## config.mk

```make
export PLATFORM = sky130hd
export DESIGN_NAME = measurement_status_summary_regs
export DESIGN_NICKNAME = d
export VERILOG_FILES = /design/src/rtl/status_pkg.sv /design/src/rtl/status_carrier_if.sv /design/src/rtl/quality_status_logic.sv /design/src/rtl/activity_status_logic.sv /design/src/rtl/measurement_status_summary_regs.sv
export VERILOG_INCLUDE_DIRS = /design/src /design/src/rtl
export SDC_FILE = /design/constraint.sdc
export NUM_CORES = 1
export LEC_CHECK = 0
export BUFFER_PORTS_ARGS = -buffer_cell sky130_fd_sc_hd__buf_4
export CAP_MARGIN = 20
export CORE_ASPECT_RATIO = 0.6
export CORE_MARGIN = 4
export CORE_UTILIZATION = 50
export DETAILED_ROUTE_END_ITERATION = 8
export PLACE_DENSITY = 0.8
export SETUP_SLACK_MARGIN = 0.05
export SYNTH_ARGS = -nofsm -noshare
export SYNTH_HDL_FRONTEND = slang
export SYNTH_SLANG_ARGS = --single-unit
```

## constraint.sdc

```tcl
create_clock -name clk -period 2 [get_ports clk]
set_input_delay 0.4 -clock clk [delete_from_list [all_inputs] [get_ports clk]]
set_output_delay 0.4 -clock clk [all_outputs]
set_load 0.01 [all_outputs]
```

## src/rtl/status_defines.svh

```systemverilog
// constants for the measurement status summary registers
`ifndef STATUS_DEFINES_SVH
`define STATUS_DEFINES_SVH

`define STATUS_WIDTH 16
`define STATUS_RESET 16'h0000
`define ENABLE_RESET 16'h0000
`define STATUS_TOP_BIT 15

`define QS_POWER_BIT 3
`define QS_CAL_BIT 8
`define QS_SELFTEST_BIT 9
`define QS_DEFINED_MASK 16'h0308

`define OP_CAL_BIT 0
`define OP_FLAG_A_BIT 4
`define OP_TRIG_BIT 5
`define OP_SENSE_BIT 10
`define OP_LOWER_FAIL_BIT 11
`define OP_UPPER_FAIL_BIT 12
`define OP_DEFINED_MASK 16'h1c31

`define ERR_DATA_CORRUPT 16'hff1a
`define ERR_DATA_QUESTIONABLE 16'hff19

`define STB_QUALITY_BIT 3
`define STB_ACTIVITY_BIT 7

`endif

```

## src/rtl/status_pkg.sv

```systemverilog
// types shared by the measurement status summary modules
package status_pkg;

    typedef enum logic [1:0] {
        SEL_QUALITY_COND,
        SEL_QUALITY_ENABLE,
        SEL_ACTIVITY_COND,
        SEL_ACTIVITY_ENABLE
    } cmd_sel_e;

    typedef struct packed {
        logic [15:0] word;
        logic meas_bad;
        logic cal_bad;
        logic cal_pushed;
    } quality_state_s;

    typedef struct packed {
        logic [15:0] word;
    } activity_state_s;

    typedef struct packed {
        logic [15:0] quality_enable;
        logic [15:0] activity_enable;
        logic [15:0] quality_status;
        logic [15:0] activity_status;
        logic stb_quality;
        logic stb_activity;
        logic rsp_valid;
        logic [15:0] rsp_data;
    } top_state_s;

endpackage

```

## src/rtl/status_carrier_if.sv

```systemverilog
// carries the two condition words from the trackers to the top
`timescale 1ns/1ns
interface status_carrier_if;
    logic [15:0] quality_word;
    logic [15:0] activity_word;

    modport quality_src (output quality_word);
    modport activity_src (output activity_word);
    modport sink (input quality_word, input activity_word);
endinterface

```

## src/rtl/quality_status_logic.sv

```systemverilog
// condition bits of the measurement quality status register
`timescale 1ns/1ns
`include "status_defines.svh"
module quality_status_logic (
    // clock and reset
    input wire logic clk,
    input wire logic reset_n,
    // measurement events
    input wire logic meas_done,
    input wire logic meas_err_valid,
    input wire logic [15:0] meas_err_code,
    // zero and calibration events
    input wire logic cal_done,
    input wire logic cal_zero_err_a,
    input wire logic cal_zero_err_b,
    input wire logic cal_err_a,
    input wire logic cal_err_b,
    input wire logic err_queue_push,
    // self test
    input wire logic selftest_done,
    input wire logic selftest_pass,
    // condition word out
    status_carrier_if.quality_src carrier
);
    import status_pkg::*;

    quality_state_s q, d;
    logic meas_err_now;
    logic cal_err_now;

    assign meas_err_now = meas_err_valid &&
        (meas_err_code == `ERR_DATA_CORRUPT || meas_err_code == `ERR_DATA_QUESTIONABLE);
    assign cal_err_now = cal_zero_err_a | cal_zero_err_b | cal_err_a | cal_err_b;

    always_comb begin
        d = q;
        // errors are held until the measurement closes, so late ones still count
        if (meas_err_now) begin
            d.meas_bad = 1'b1;
        end
        if (meas_done) begin
            d.word[`QS_POWER_BIT] = q.meas_bad | meas_err_now;
            d.meas_bad = 1'b0;
        end
        if (cal_err_now) begin
            d.cal_bad = 1'b1;
        end
        if (err_queue_push) begin
            d.cal_pushed = 1'b1;
        end
        if (cal_done) begin
            if (q.cal_bad | cal_err_now) begin
                d.word[`QS_CAL_BIT] = 1'b1;
            end else if (!(q.cal_pushed | err_queue_push)) begin
                d.word[`QS_CAL_BIT] = 1'b0;
            end
            d.cal_bad = 1'b0;
            d.cal_pushed = 1'b0;
        end
        if (selftest_done) begin
            d.word[`QS_SELFTEST_BIT] = ~selftest_pass;
        end
        d.word = d.word & `QS_DEFINED_MASK;
    end

    always_ff @(posedge clk or negedge reset_n) begin
        if (!reset_n) begin
            q <= '0;
        end else begin
            q <= d;
        end
    end

    assign carrier.quality_word = q.word;
endmodule

```

## src/rtl/activity_status_logic.sv

```systemverilog
// condition bits of the measurement activity status register
`timescale 1ns/1ns
`include "status_defines.svh"
module activity_status_logic (
    // clock and reset
    input wire logic clk,
    input wire logic reset_n,
    // calibration activity
    input wire logic zero_once_command_start,
    input wire logic calibrate_once_command_start,
    input wire logic combined_zero_start,
    input wire logic cal_finish,
    // measurement and trigger
    input wire logic meas_start,
    input wire logic meas_done,
    input wire logic enter_wait_trigger,
    input wire logic enter_idle,
    input wire logic sensor_mem_reading,
    // limit test results, valid with meas_done
    input wire logic lower_limit_enabled,
    input wire logic channel_lower_fail,
    input wire logic window_lower_fail,
    input wire logic upper_limit_enabled,
    input wire logic channel_upper_fail,
    input wire logic window_upper_fail,
    // condition word out
    status_carrier_if.activity_src carrier
);
    import status_pkg::*;

    activity_state_s q, d;

    always_comb begin
        d = q;
        // a start in the finishing cycle wins, the new run must show
        if (zero_once_command_start | calibrate_once_command_start | combined_zero_start) begin
            d.word[`OP_CAL_BIT] = 1'b1;
        end else if (cal_finish) begin
            d.word[`OP_CAL_BIT] = 1'b0;
        end
        if (meas_start) begin
            d.word[`OP_FLAG_A_BIT] = 1'b1;
        end else if (meas_done) begin
            d.word[`OP_FLAG_A_BIT] = 1'b0;
        end
        if (enter_wait_trigger) begin
            d.word[`OP_TRIG_BIT] = 1'b1;
        end else if (enter_idle) begin
            d.word[`OP_TRIG_BIT] = 1'b0;
        end
        d.word[`OP_SENSE_BIT] = sensor_mem_reading;
        if (meas_done) begin
            d.word[`OP_LOWER_FAIL_BIT] = lower_limit_enabled &
                (channel_lower_fail | window_lower_fail);
            d.word[`OP_UPPER_FAIL_BIT] = upper_limit_enabled &
                (channel_upper_fail | window_upper_fail);
        end
        d.word = d.word & `OP_DEFINED_MASK;
    end

    always_ff @(posedge clk or negedge reset_n) begin
        if (!reset_n) begin
            q <= '0;
        end else begin
            q <= d;
        end
    end

    assign carrier.activity_word = q.word;
endmodule

```

## src/rtl/measurement_status_summary_regs.sv

```systemverilog
// top of the measurement quality and activity status summary registers
`timescale 1ns/1ns
`include "status_defines.svh"
module measurement_status_summary_regs (
    // clock and reset
    input wire logic clk,
    input wire logic reset_n,

    // command port from the command interpreter
    input wire logic cmd_valid,
    input wire logic cmd_write,
    input wire status_pkg::cmd_sel_e cmd_sel,
    input wire logic [15:0] cmd_wdata,

    // reply to the command interpreter
    output logic rsp_valid,
    output logic [15:0] rsp_data,

    // measurement events
    input wire logic meas_start,
    input wire logic meas_done,
    input wire logic meas_err_valid,
    input wire logic [15:0] meas_err_code,

    // zero and calibration events
    input wire logic zero_once_command_start,
    input wire logic calibrate_once_command_start,
    input wire logic combined_zero_start,
    input wire logic cal_finish,
    input wire logic cal_done,
    input wire logic cal_zero_err_a,
    input wire logic cal_zero_err_b,
    input wire logic cal_err_a,
    input wire logic cal_err_b,
    input wire logic err_queue_push,

    // self test
    input wire logic selftest_done,
    input wire logic selftest_pass,

    // trigger state and sensor memory
    input wire logic enter_wait_trigger,
    input wire logic enter_idle,
    input wire logic sensor_mem_reading,

    // limit test results, valid with meas_done
    input wire logic lower_limit_enabled,
    input wire logic channel_lower_fail,
    input wire logic window_lower_fail,
    input wire logic upper_limit_enabled,
    input wire logic channel_upper_fail,
    input wire logic window_upper_fail,

    // condition words
    output logic [15:0] quality_status,
    output logic [15:0] activity_status,

    // summary bits toward the status byte
    output logic [7:0] status_byte_part,
    output logic stb_quality_summary,
    output logic stb_activity_summary
);
    import status_pkg::*;

    top_state_s q, d;
    status_carrier_if carrier ();

    // one rule for both summaries: any enabled condition bit
    function automatic logic summary_of(
        input logic [15:0] cond,
        input logic [15:0] en
    );
        summary_of = |(cond & en);
    endfunction

    // the top bit of every word is forced low wherever it is stored
    function automatic logic [15:0] clip_word(input logic [15:0] w);
        logic [15:0] m;
        m = 16'hffff;
        m[`STATUS_TOP_BIT] = 1'b0;
        clip_word = w & m;
    endfunction

    quality_status_logic u_quality (
        .clk(clk),
        .reset_n(reset_n),
        .meas_done(meas_done),
        .meas_err_valid(meas_err_valid),
        .meas_err_code(meas_err_code),
        .cal_done(cal_done),
        .cal_zero_err_a(cal_zero_err_a),
        .cal_zero_err_b(cal_zero_err_b),
        .cal_err_a(cal_err_a),
        .cal_err_b(cal_err_b),
        .err_queue_push(err_queue_push),
        .selftest_done(selftest_done),
        .selftest_pass(selftest_pass),
        .carrier(carrier.quality_src)
    );

    activity_status_logic u_activity (
        .clk(clk),
        .reset_n(reset_n),
        .zero_once_command_start(zero_once_command_start),
        .calibrate_once_command_start(calibrate_once_command_start),
        .combined_zero_start(combined_zero_start),
        .cal_finish(cal_finish),
        .meas_start(meas_start),
        .meas_done(meas_done),
        .enter_wait_trigger(enter_wait_trigger),
        .enter_idle(enter_idle),
        .sensor_mem_reading(sensor_mem_reading),
        .lower_limit_enabled(lower_limit_enabled),
        .channel_lower_fail(channel_lower_fail),
        .window_lower_fail(window_lower_fail),
        .upper_limit_enabled(upper_limit_enabled),
        .channel_upper_fail(channel_upper_fail),
        .window_upper_fail(window_upper_fail),
        .carrier(carrier.activity_src)
    );

    always_comb begin
        d = q;
        d.rsp_valid = 1'b0;

        // mirror the condition words so every output leaves a local flop
        d.quality_status = clip_word(carrier.quality_word);
        d.activity_status = clip_word(carrier.activity_word);

        // enable masks: only a write command changes them
        if (cmd_valid && cmd_write) begin
            case (cmd_sel)
                SEL_QUALITY_ENABLE: begin
                    d.quality_enable = clip_word(cmd_wdata);
                end
                SEL_ACTIVITY_ENABLE: begin
                    d.activity_enable = clip_word(cmd_wdata);
                end
                default: begin
                    // condition words are read only; the write is dropped
                    d.quality_enable = q.quality_enable;
                end
            endcase
        end

        // every command gets one reply; a write echoes what was stored
        if (cmd_valid) begin
            d.rsp_valid = 1'b1;
            case (cmd_sel)
                SEL_QUALITY_COND: begin
                    d.rsp_data = q.quality_status;
                end
                SEL_QUALITY_ENABLE: begin
                    d.rsp_data = d.quality_enable;
                end
                SEL_ACTIVITY_COND: begin
                    d.rsp_data = q.activity_status;
                end
                SEL_ACTIVITY_ENABLE: begin
                    d.rsp_data = d.activity_enable;
                end
                default: begin
                    d.rsp_data = 16'h0000;
                end
            endcase
        end

        // summaries use the mirrored words, so they trail them by nothing:
        // both are taken from the same next values that the mirror flops load
        d.stb_quality = summary_of(d.quality_status, d.quality_enable);
        d.stb_activity = summary_of(d.activity_status, d.activity_enable);
    end

    always_ff @(posedge clk or negedge reset_n) begin
        if (!reset_n) begin
            q.quality_enable <= `ENABLE_RESET;
            q.activity_enable <= `ENABLE_RESET;
            q.quality_status <= `STATUS_RESET;
            q.activity_status <= `STATUS_RESET;
            q.stb_quality <= 1'b0;
            q.stb_activity <= 1'b0;
            q.rsp_valid <= 1'b0;
            q.rsp_data <= 16'h0000;
        end else begin
            q <= d;
        end
    end

    // outputs straight from the state flops
    assign rsp_valid = q.rsp_valid;
    assign rsp_data = q.rsp_data;
    assign quality_status = q.quality_status;
    assign activity_status = q.activity_status;
    assign stb_quality_summary = q.stb_quality;
    assign stb_activity_summary = q.stb_activity;

    // only the two summary positions are owned here; the rest of the
    // status byte is assembled elsewhere and reads zero from this block
    generate
        genvar i;
        for (i = 0; i < 8; i = i + 1) begin : g_stb
            if (i == `STB_QUALITY_BIT) begin : g_q
                assign status_byte_part[i] = q.stb_quality;
            end else if (i == `STB_ACTIVITY_BIT) begin : g_a
                assign status_byte_part[i] = q.stb_activity;
            end else begin : g_z
                assign status_byte_part[i] = 1'b0;
            end
        end
    endgenerate
endmodule

```

; Yosys cells after proc, flatten, opt, wreduce, memory -nomap -nowiden
; Index checks and enable logic that the tools add are counted.
[op_classes]
add_sub_neg = 0
n_mul = 0
div_mod_pow = 0
n_lt_le_gt_ge = 0
eq_ne = 6
shift = 0
mux = 18
bitwise_logic = 15
n_reduce_logical = 13
[op_table]
columns = operator, count
row1 = one-hot mux 16 bit (4 select lines), 1
row2 = equality test 16 bit (second input constant), 2
row3 = 2-to-1 mux 16 bit, 2
row4 = 2-to-1 mux 32 bit, 1
row5 = OR reduction 16 bit, 2
row6 = 2-to-1 mux 17 bit, 1
row7 = bitwise AND 10 x 16 -> 16 bit, 1
row8 = bitwise AND 13 x 16 -> 16 bit, 1
row9 = 2-to-1 mux 1 bit, 12
row10 = nonzero test 2 bit, 6
row11 = OR 1 bit, 10
row12 = equality test 2 bit (second input constant), 2
row13 = bitwise AND 1 bit, 2
row14 = equality test 2 x 1 -> 1 bit (second input constant), 1
row15 = logical AND 1 bit, 2
row16 = zero test 2 bit, 1
row17 = 2-to-1 mux 2 bit, 1
row18 = != test 2 x 1 -> 1 bit (second input constant), 1
row19 = AND reduction 2 bit, 1
row20 = logical OR 1 bit, 1
row21 = inverter 1 bit, 1
[totals]
regBits = 72
latch_bits = 0
mem_bits_rw = 0
romBits = 0
input_bits = 62
output_inout_bits = 59
wordCells = 71
n_memories = 0

; Logic depth before layout (Yosys ltp)
[depth]
depth_word = 6
ltp_mapped = 6
depth_no_buf = 4

; Modules after synthesis
; From an unflattened synthesis, not the netlist that was laid out.
[hier_totals]
cells_unflattened = 307
hier_area_um2 = 4359.2
[by_module_without_submodules]
columns = module, instances, cells_per_inst, area_per_inst_um2, seq_area_each_um2
row1 = measurement_status_summary_regs, 1, 232, 3653.5, 2026.9
row2 = quality_status_logic, 1, 45, 407.9, 150.1
row3 = activity_status_logic, 1, 30, 297.8, 150.1

; Worst setup path before layout
; No wires, ideal clock.
[synth_path]
kind = input-to-reg
from = input port cmd_sel[1]
to = register, netlist name rsp_data[13]
setup_ps = 126
arrival_time_ps = 1486
required_time_ps = 1874
slack_ps = 389
path_stages = 6
n_path_buf = 2
cell_sequence = buf_2 -> nand4b_4 -> buf_2 -> mux2_2 -> mux2i_1 -> o2bb2ai_1
[synth_lines]
columns = element, line_no
row1 = "start, declared", measurement_status_summary_regs.sv:12  ; input wire status_pkg::cmd_sel_e cmd_sel,

==> results by group <==
Global route
  • GRT overflow: 0
  • Vias in the first global route: roughly 2300
  • Initial antenna violation count: 0
  • Maximum number of pins on one net before global-route repair: 73
  • Global-route wire length before repair: 11.4 mm
  • Total GRT Usage: 18.2%

Final layout
  • Final Net Count: around 410
  • Reg area: 0.00180 mm2
  • Total of fill cells in the finished design: 491
  • Diode count: 0
  • Multi-input gate area in the final layout: between 0.001 and 0.0015 mm2
  • Share of final-layout standard cells stronger than drive strength 1: 39.9%
  • Synth-to-Final Area Change: 19.9%
  • Non-Filler Cell Area, Final: about 0.0040 mm2

Detailed routing
  • Number of DRC markers after the initial detailed-route iteration: slightly above 100
  • Average detailed-routed wire length per instance: roughly 16 um
  • Final wirelength: approximately 7 mm
  • Total vias in the final route: 2174
  • Post-detailed-route count of antenna-violating nets: 0
  • Length of the first detailed-routing pass in iterations: 4
  • DR vias/cell: 4.94
  • Residual DRC: 0

Job
  • Max-cap check violation count: 0

Placed design
  • Post-Place Worst Slack: roughly 260 ps
  • Global placer's final weighted congestion: 0.793
  • IO buf count: 90
  • Area after DPL: ~0.0038 mm2
  • Final HPWL DP: approximately 5.4 mm

Run status
  • Run status: complete, no violations

Die
  • Std cell rows: 22
  • Die area: 0.00813 mm2
  • Width of the chip: roughly 110 um
  • Starting density of the core: a little over half
  • IO Count: about 120
  • CORE AREA: between 0.006 and 0.007 mm2
  • DIE HEIGHT: between 70 and 80 um

Power
  • Maximum ir drop on the vdd rail: 407 uV
  • Leakage power: 0.00198 uW
  • Pwr/cell area: slightly below 900 mW/mm2

Critical path
  • Crit path largest cell delay: roughly 370 ps
  • Family with the most delay on the worst path: compound AO/OA/AOI/OAI gates
  • Type of the worst setup path: primary input to flip-flop
  • Master of the slowest instance on the critical path: sky130_fd_sc_hd__a222oi_1
  • Cell breakdown of the critical path: buf_4 > nand4b_4 > mux2_2 > a222oi_1 > inv_1
  • Critical path required time: 2220 ps
  • Critical Path End Type: flip-flop
  • Worst path bufs/invs: 2
  • Crit-path max FO: 9
  • Endpoint arrival time on the critical path: 1580 ps
  • CP startpoint kind: primary input

Logic synthesis
  • Yosys warnings: 0
  • Most used DFF post-synth: sky130_fd_sc_hd__dfrtp_1
  • Post-synthesis async set-or-reset flop share: 100%
  • Mapped cell area: 0.00336 mm2
  • Portion of the post-synthesis area used by sequential elements: between 50% and 60%
  • Cells after synthesis: ~280
  • Synthesized area per cell: roughly 12 um2
  • Netlist cell types: 33
  • Number of flip-flops and latches in the synthesized netlist: roughly 70
  • Number of flops mapped to enable cells by yosys: 0

Timing
  • Period utilization: 68.0%
  • Hold Fails Final Rpt: 0
  • Total negative setup slack: 0 ps
  • Worst hold slack after final layout: slightly below 40 ps
  • Worst setup margin: 640 ps
  • Pins Over Slew Limit: 0
  • Final critical-path required period: approximately 1400 ps
  • Number of setup violations in the final report: 0
  • RSZ-0062 raised after global routing: false
  • Final clock skew: 4.86 ps
  • Fmax achieved: between 700 and 800 MHz

Clocking
  • Clk slew on worst S/H paths: 70 ps
  • Clock sink total: 72
  • Hold-fix buffers, CTS: 0
  • H-tree depth: 3
  • Clock Tree Buf Depth: 2
  • Clock latency on the worst-skew pair: 340 ps
  • Number of buffers inserted during clock tree synthesis: 9
  • Clock tree root buffer cell: sky130_fd_sc_hd__clkbuf_8
  • Post-CTS Resized: 0
  • Number of buffers inserted by post-CTS setup repair: 0
  • CTS tree: done

Worst hold path
  • Class of the tightest hold or removal check: primary input to async pin
-- final cells by class --
cell class                 count  area share (%)
inverter                       9           0.839
multi-input combinational    163            28.7
timing repair buffer          96            18.2
clock inverter                 3           0.994
tap                           84            2.61
clock buffer                  13            3.95
sequential                    72            44.7
-- path summary, 6_finish.rpt --
| path | from | cells past startpoint | slack [ps] | endpoint |
|---|---|---|---|---|
| max | cmd_write | 5 | 640 | stb_quality_summary |
| min | reset_n | 2 | 40 | rsp_data[10] |
| max reg2reg | q[56] | 3 | 790 | stb_activity_summary |
| min reg2reg | u_activity.carrier.activity_word[10] | 0 | 390 | activity_status[10] |
| max in group asynchronous | reset_n | 2 | 1640 | q[67] |
| min in group clk | sensor_mem_reading | 1 | 160 | u_activity.carrier.activity_word[10] |
-- registers in the layout, summed over array words and instances, names as in the netlist --
| signal | count |
|---|---|
| stb_activity_summary | 1 |
| activity_status | 6 |
| u_quality.q | 3 |
| rsp_valid | 1 |
| u_activity.carrier.activity_word | 6 |
| q | 32 |
| stb_quality_summary | 1 |
| rsp_data | 16 |
| u_quality.carrier.quality_word | 3 |
| quality_status | 3 |
-- kinds of logic (layout without fill, tap and decap cells) --
group | count (synthesis) | in the layout | share of synthesized area [%]
DFF | 72 | 72 | 53.7
other | 1 | 29 | 0.112
and+or+nand+nor | 44 | 44 | 7.27
xor gates and xnor gates | 1 | 1 | 0.261
buffers and inverters | 75 | 121 | 15.1
muxes | 49 | 49 | 15.7
AOI/OAI and AO/OA | 40 | 40 | 7.86
-- routing by layer --
metal,share of wire [%],vias to the layer above,GRT usage [%]
met5,0,-,0
met4,0.84,0,5.67
met3,7.6,8,6.41
met2,47,77,28.0
met1,44,1060,24.4
li1,-,1029,-
-- power by group --
part	internal, uW	total [uW]	switching (uW)
clock network	641	1140	498
registers	1670	1770	99.4
logic	368	694	326
-- synthesized netlist by cell type (2+ instances only) --
cell                        instances  area, um2
sky130_fd_sc_hd__mux2_2            30        338
sky130_fd_sc_hd__nor2_1            18       67.6
sky130_fd_sc_hd__o211ai_1           2       15.0
sky130_fd_sc_hd__o2bb2ai_1          7       61.3
sky130_fd_sc_hd__nand2_1            7       26.3
sky130_fd_sc_hd__mux2i_1           19        190
sky130_fd_sc_hd__and2_1             2       12.5
sky130_fd_sc_hd__nand3_1            4       20.0
sky130_fd_sc_hd__inv_1              9       33.8
sky130_fd_sc_hd__dfrtp_1           72       1800
sky130_fd_sc_hd__a21oi_1            9       45.0
sky130_fd_sc_hd__a21o_1             2       15.0
sky130_fd_sc_hd__buf_1              2       7.51
sky130_fd_sc_hd__buf_2              4       20.0
sky130_fd_sc_hd__nor3_1             3       15.0
sky130_fd_sc_hd__nand2b_1           3       18.8
sky130_fd_sc_hd__a41oi_1            2       17.5
sky130_fd_sc_hd__buf_4             57        428
sky130_fd_sc_hd__a222oi_1           3       30.0
sky130_fd_sc_hd__o21ai_0           13       65.1
sky130_fd_sc_hd__clkbuf_1           2       7.51
-- cells in the final DEF (no fill, tap or decap), drive strengths merged, types with 2 or more instances in the layout --
cell,instances
a21o,2
a21oi,9
a222oi,3
a41oi,2
and2,2
buf,96
clkbuf,13
clkinv,2
conb,29
dfrtp,72
inv,9
mux2,30
mux2i,19
nand2,7
nand2b,3
nand3,4
nand4,2
nor2,18
nor3,3
o211ai,2
o21ai,13
o2bb2ai,7
-- metrics by stage --
step           util, %  power, uW  instances
2_1_floorplan        -       2280        310
3_3_place_gp      60.7       2460        424
3_5_place_dp      60.7       2500        424
4_1_cts           63.9       3640        440
5_1_grt           63.9       3790        440
6_report          63.9       3610        440
No activity file was read; power rests on OpenSTA's default activity.
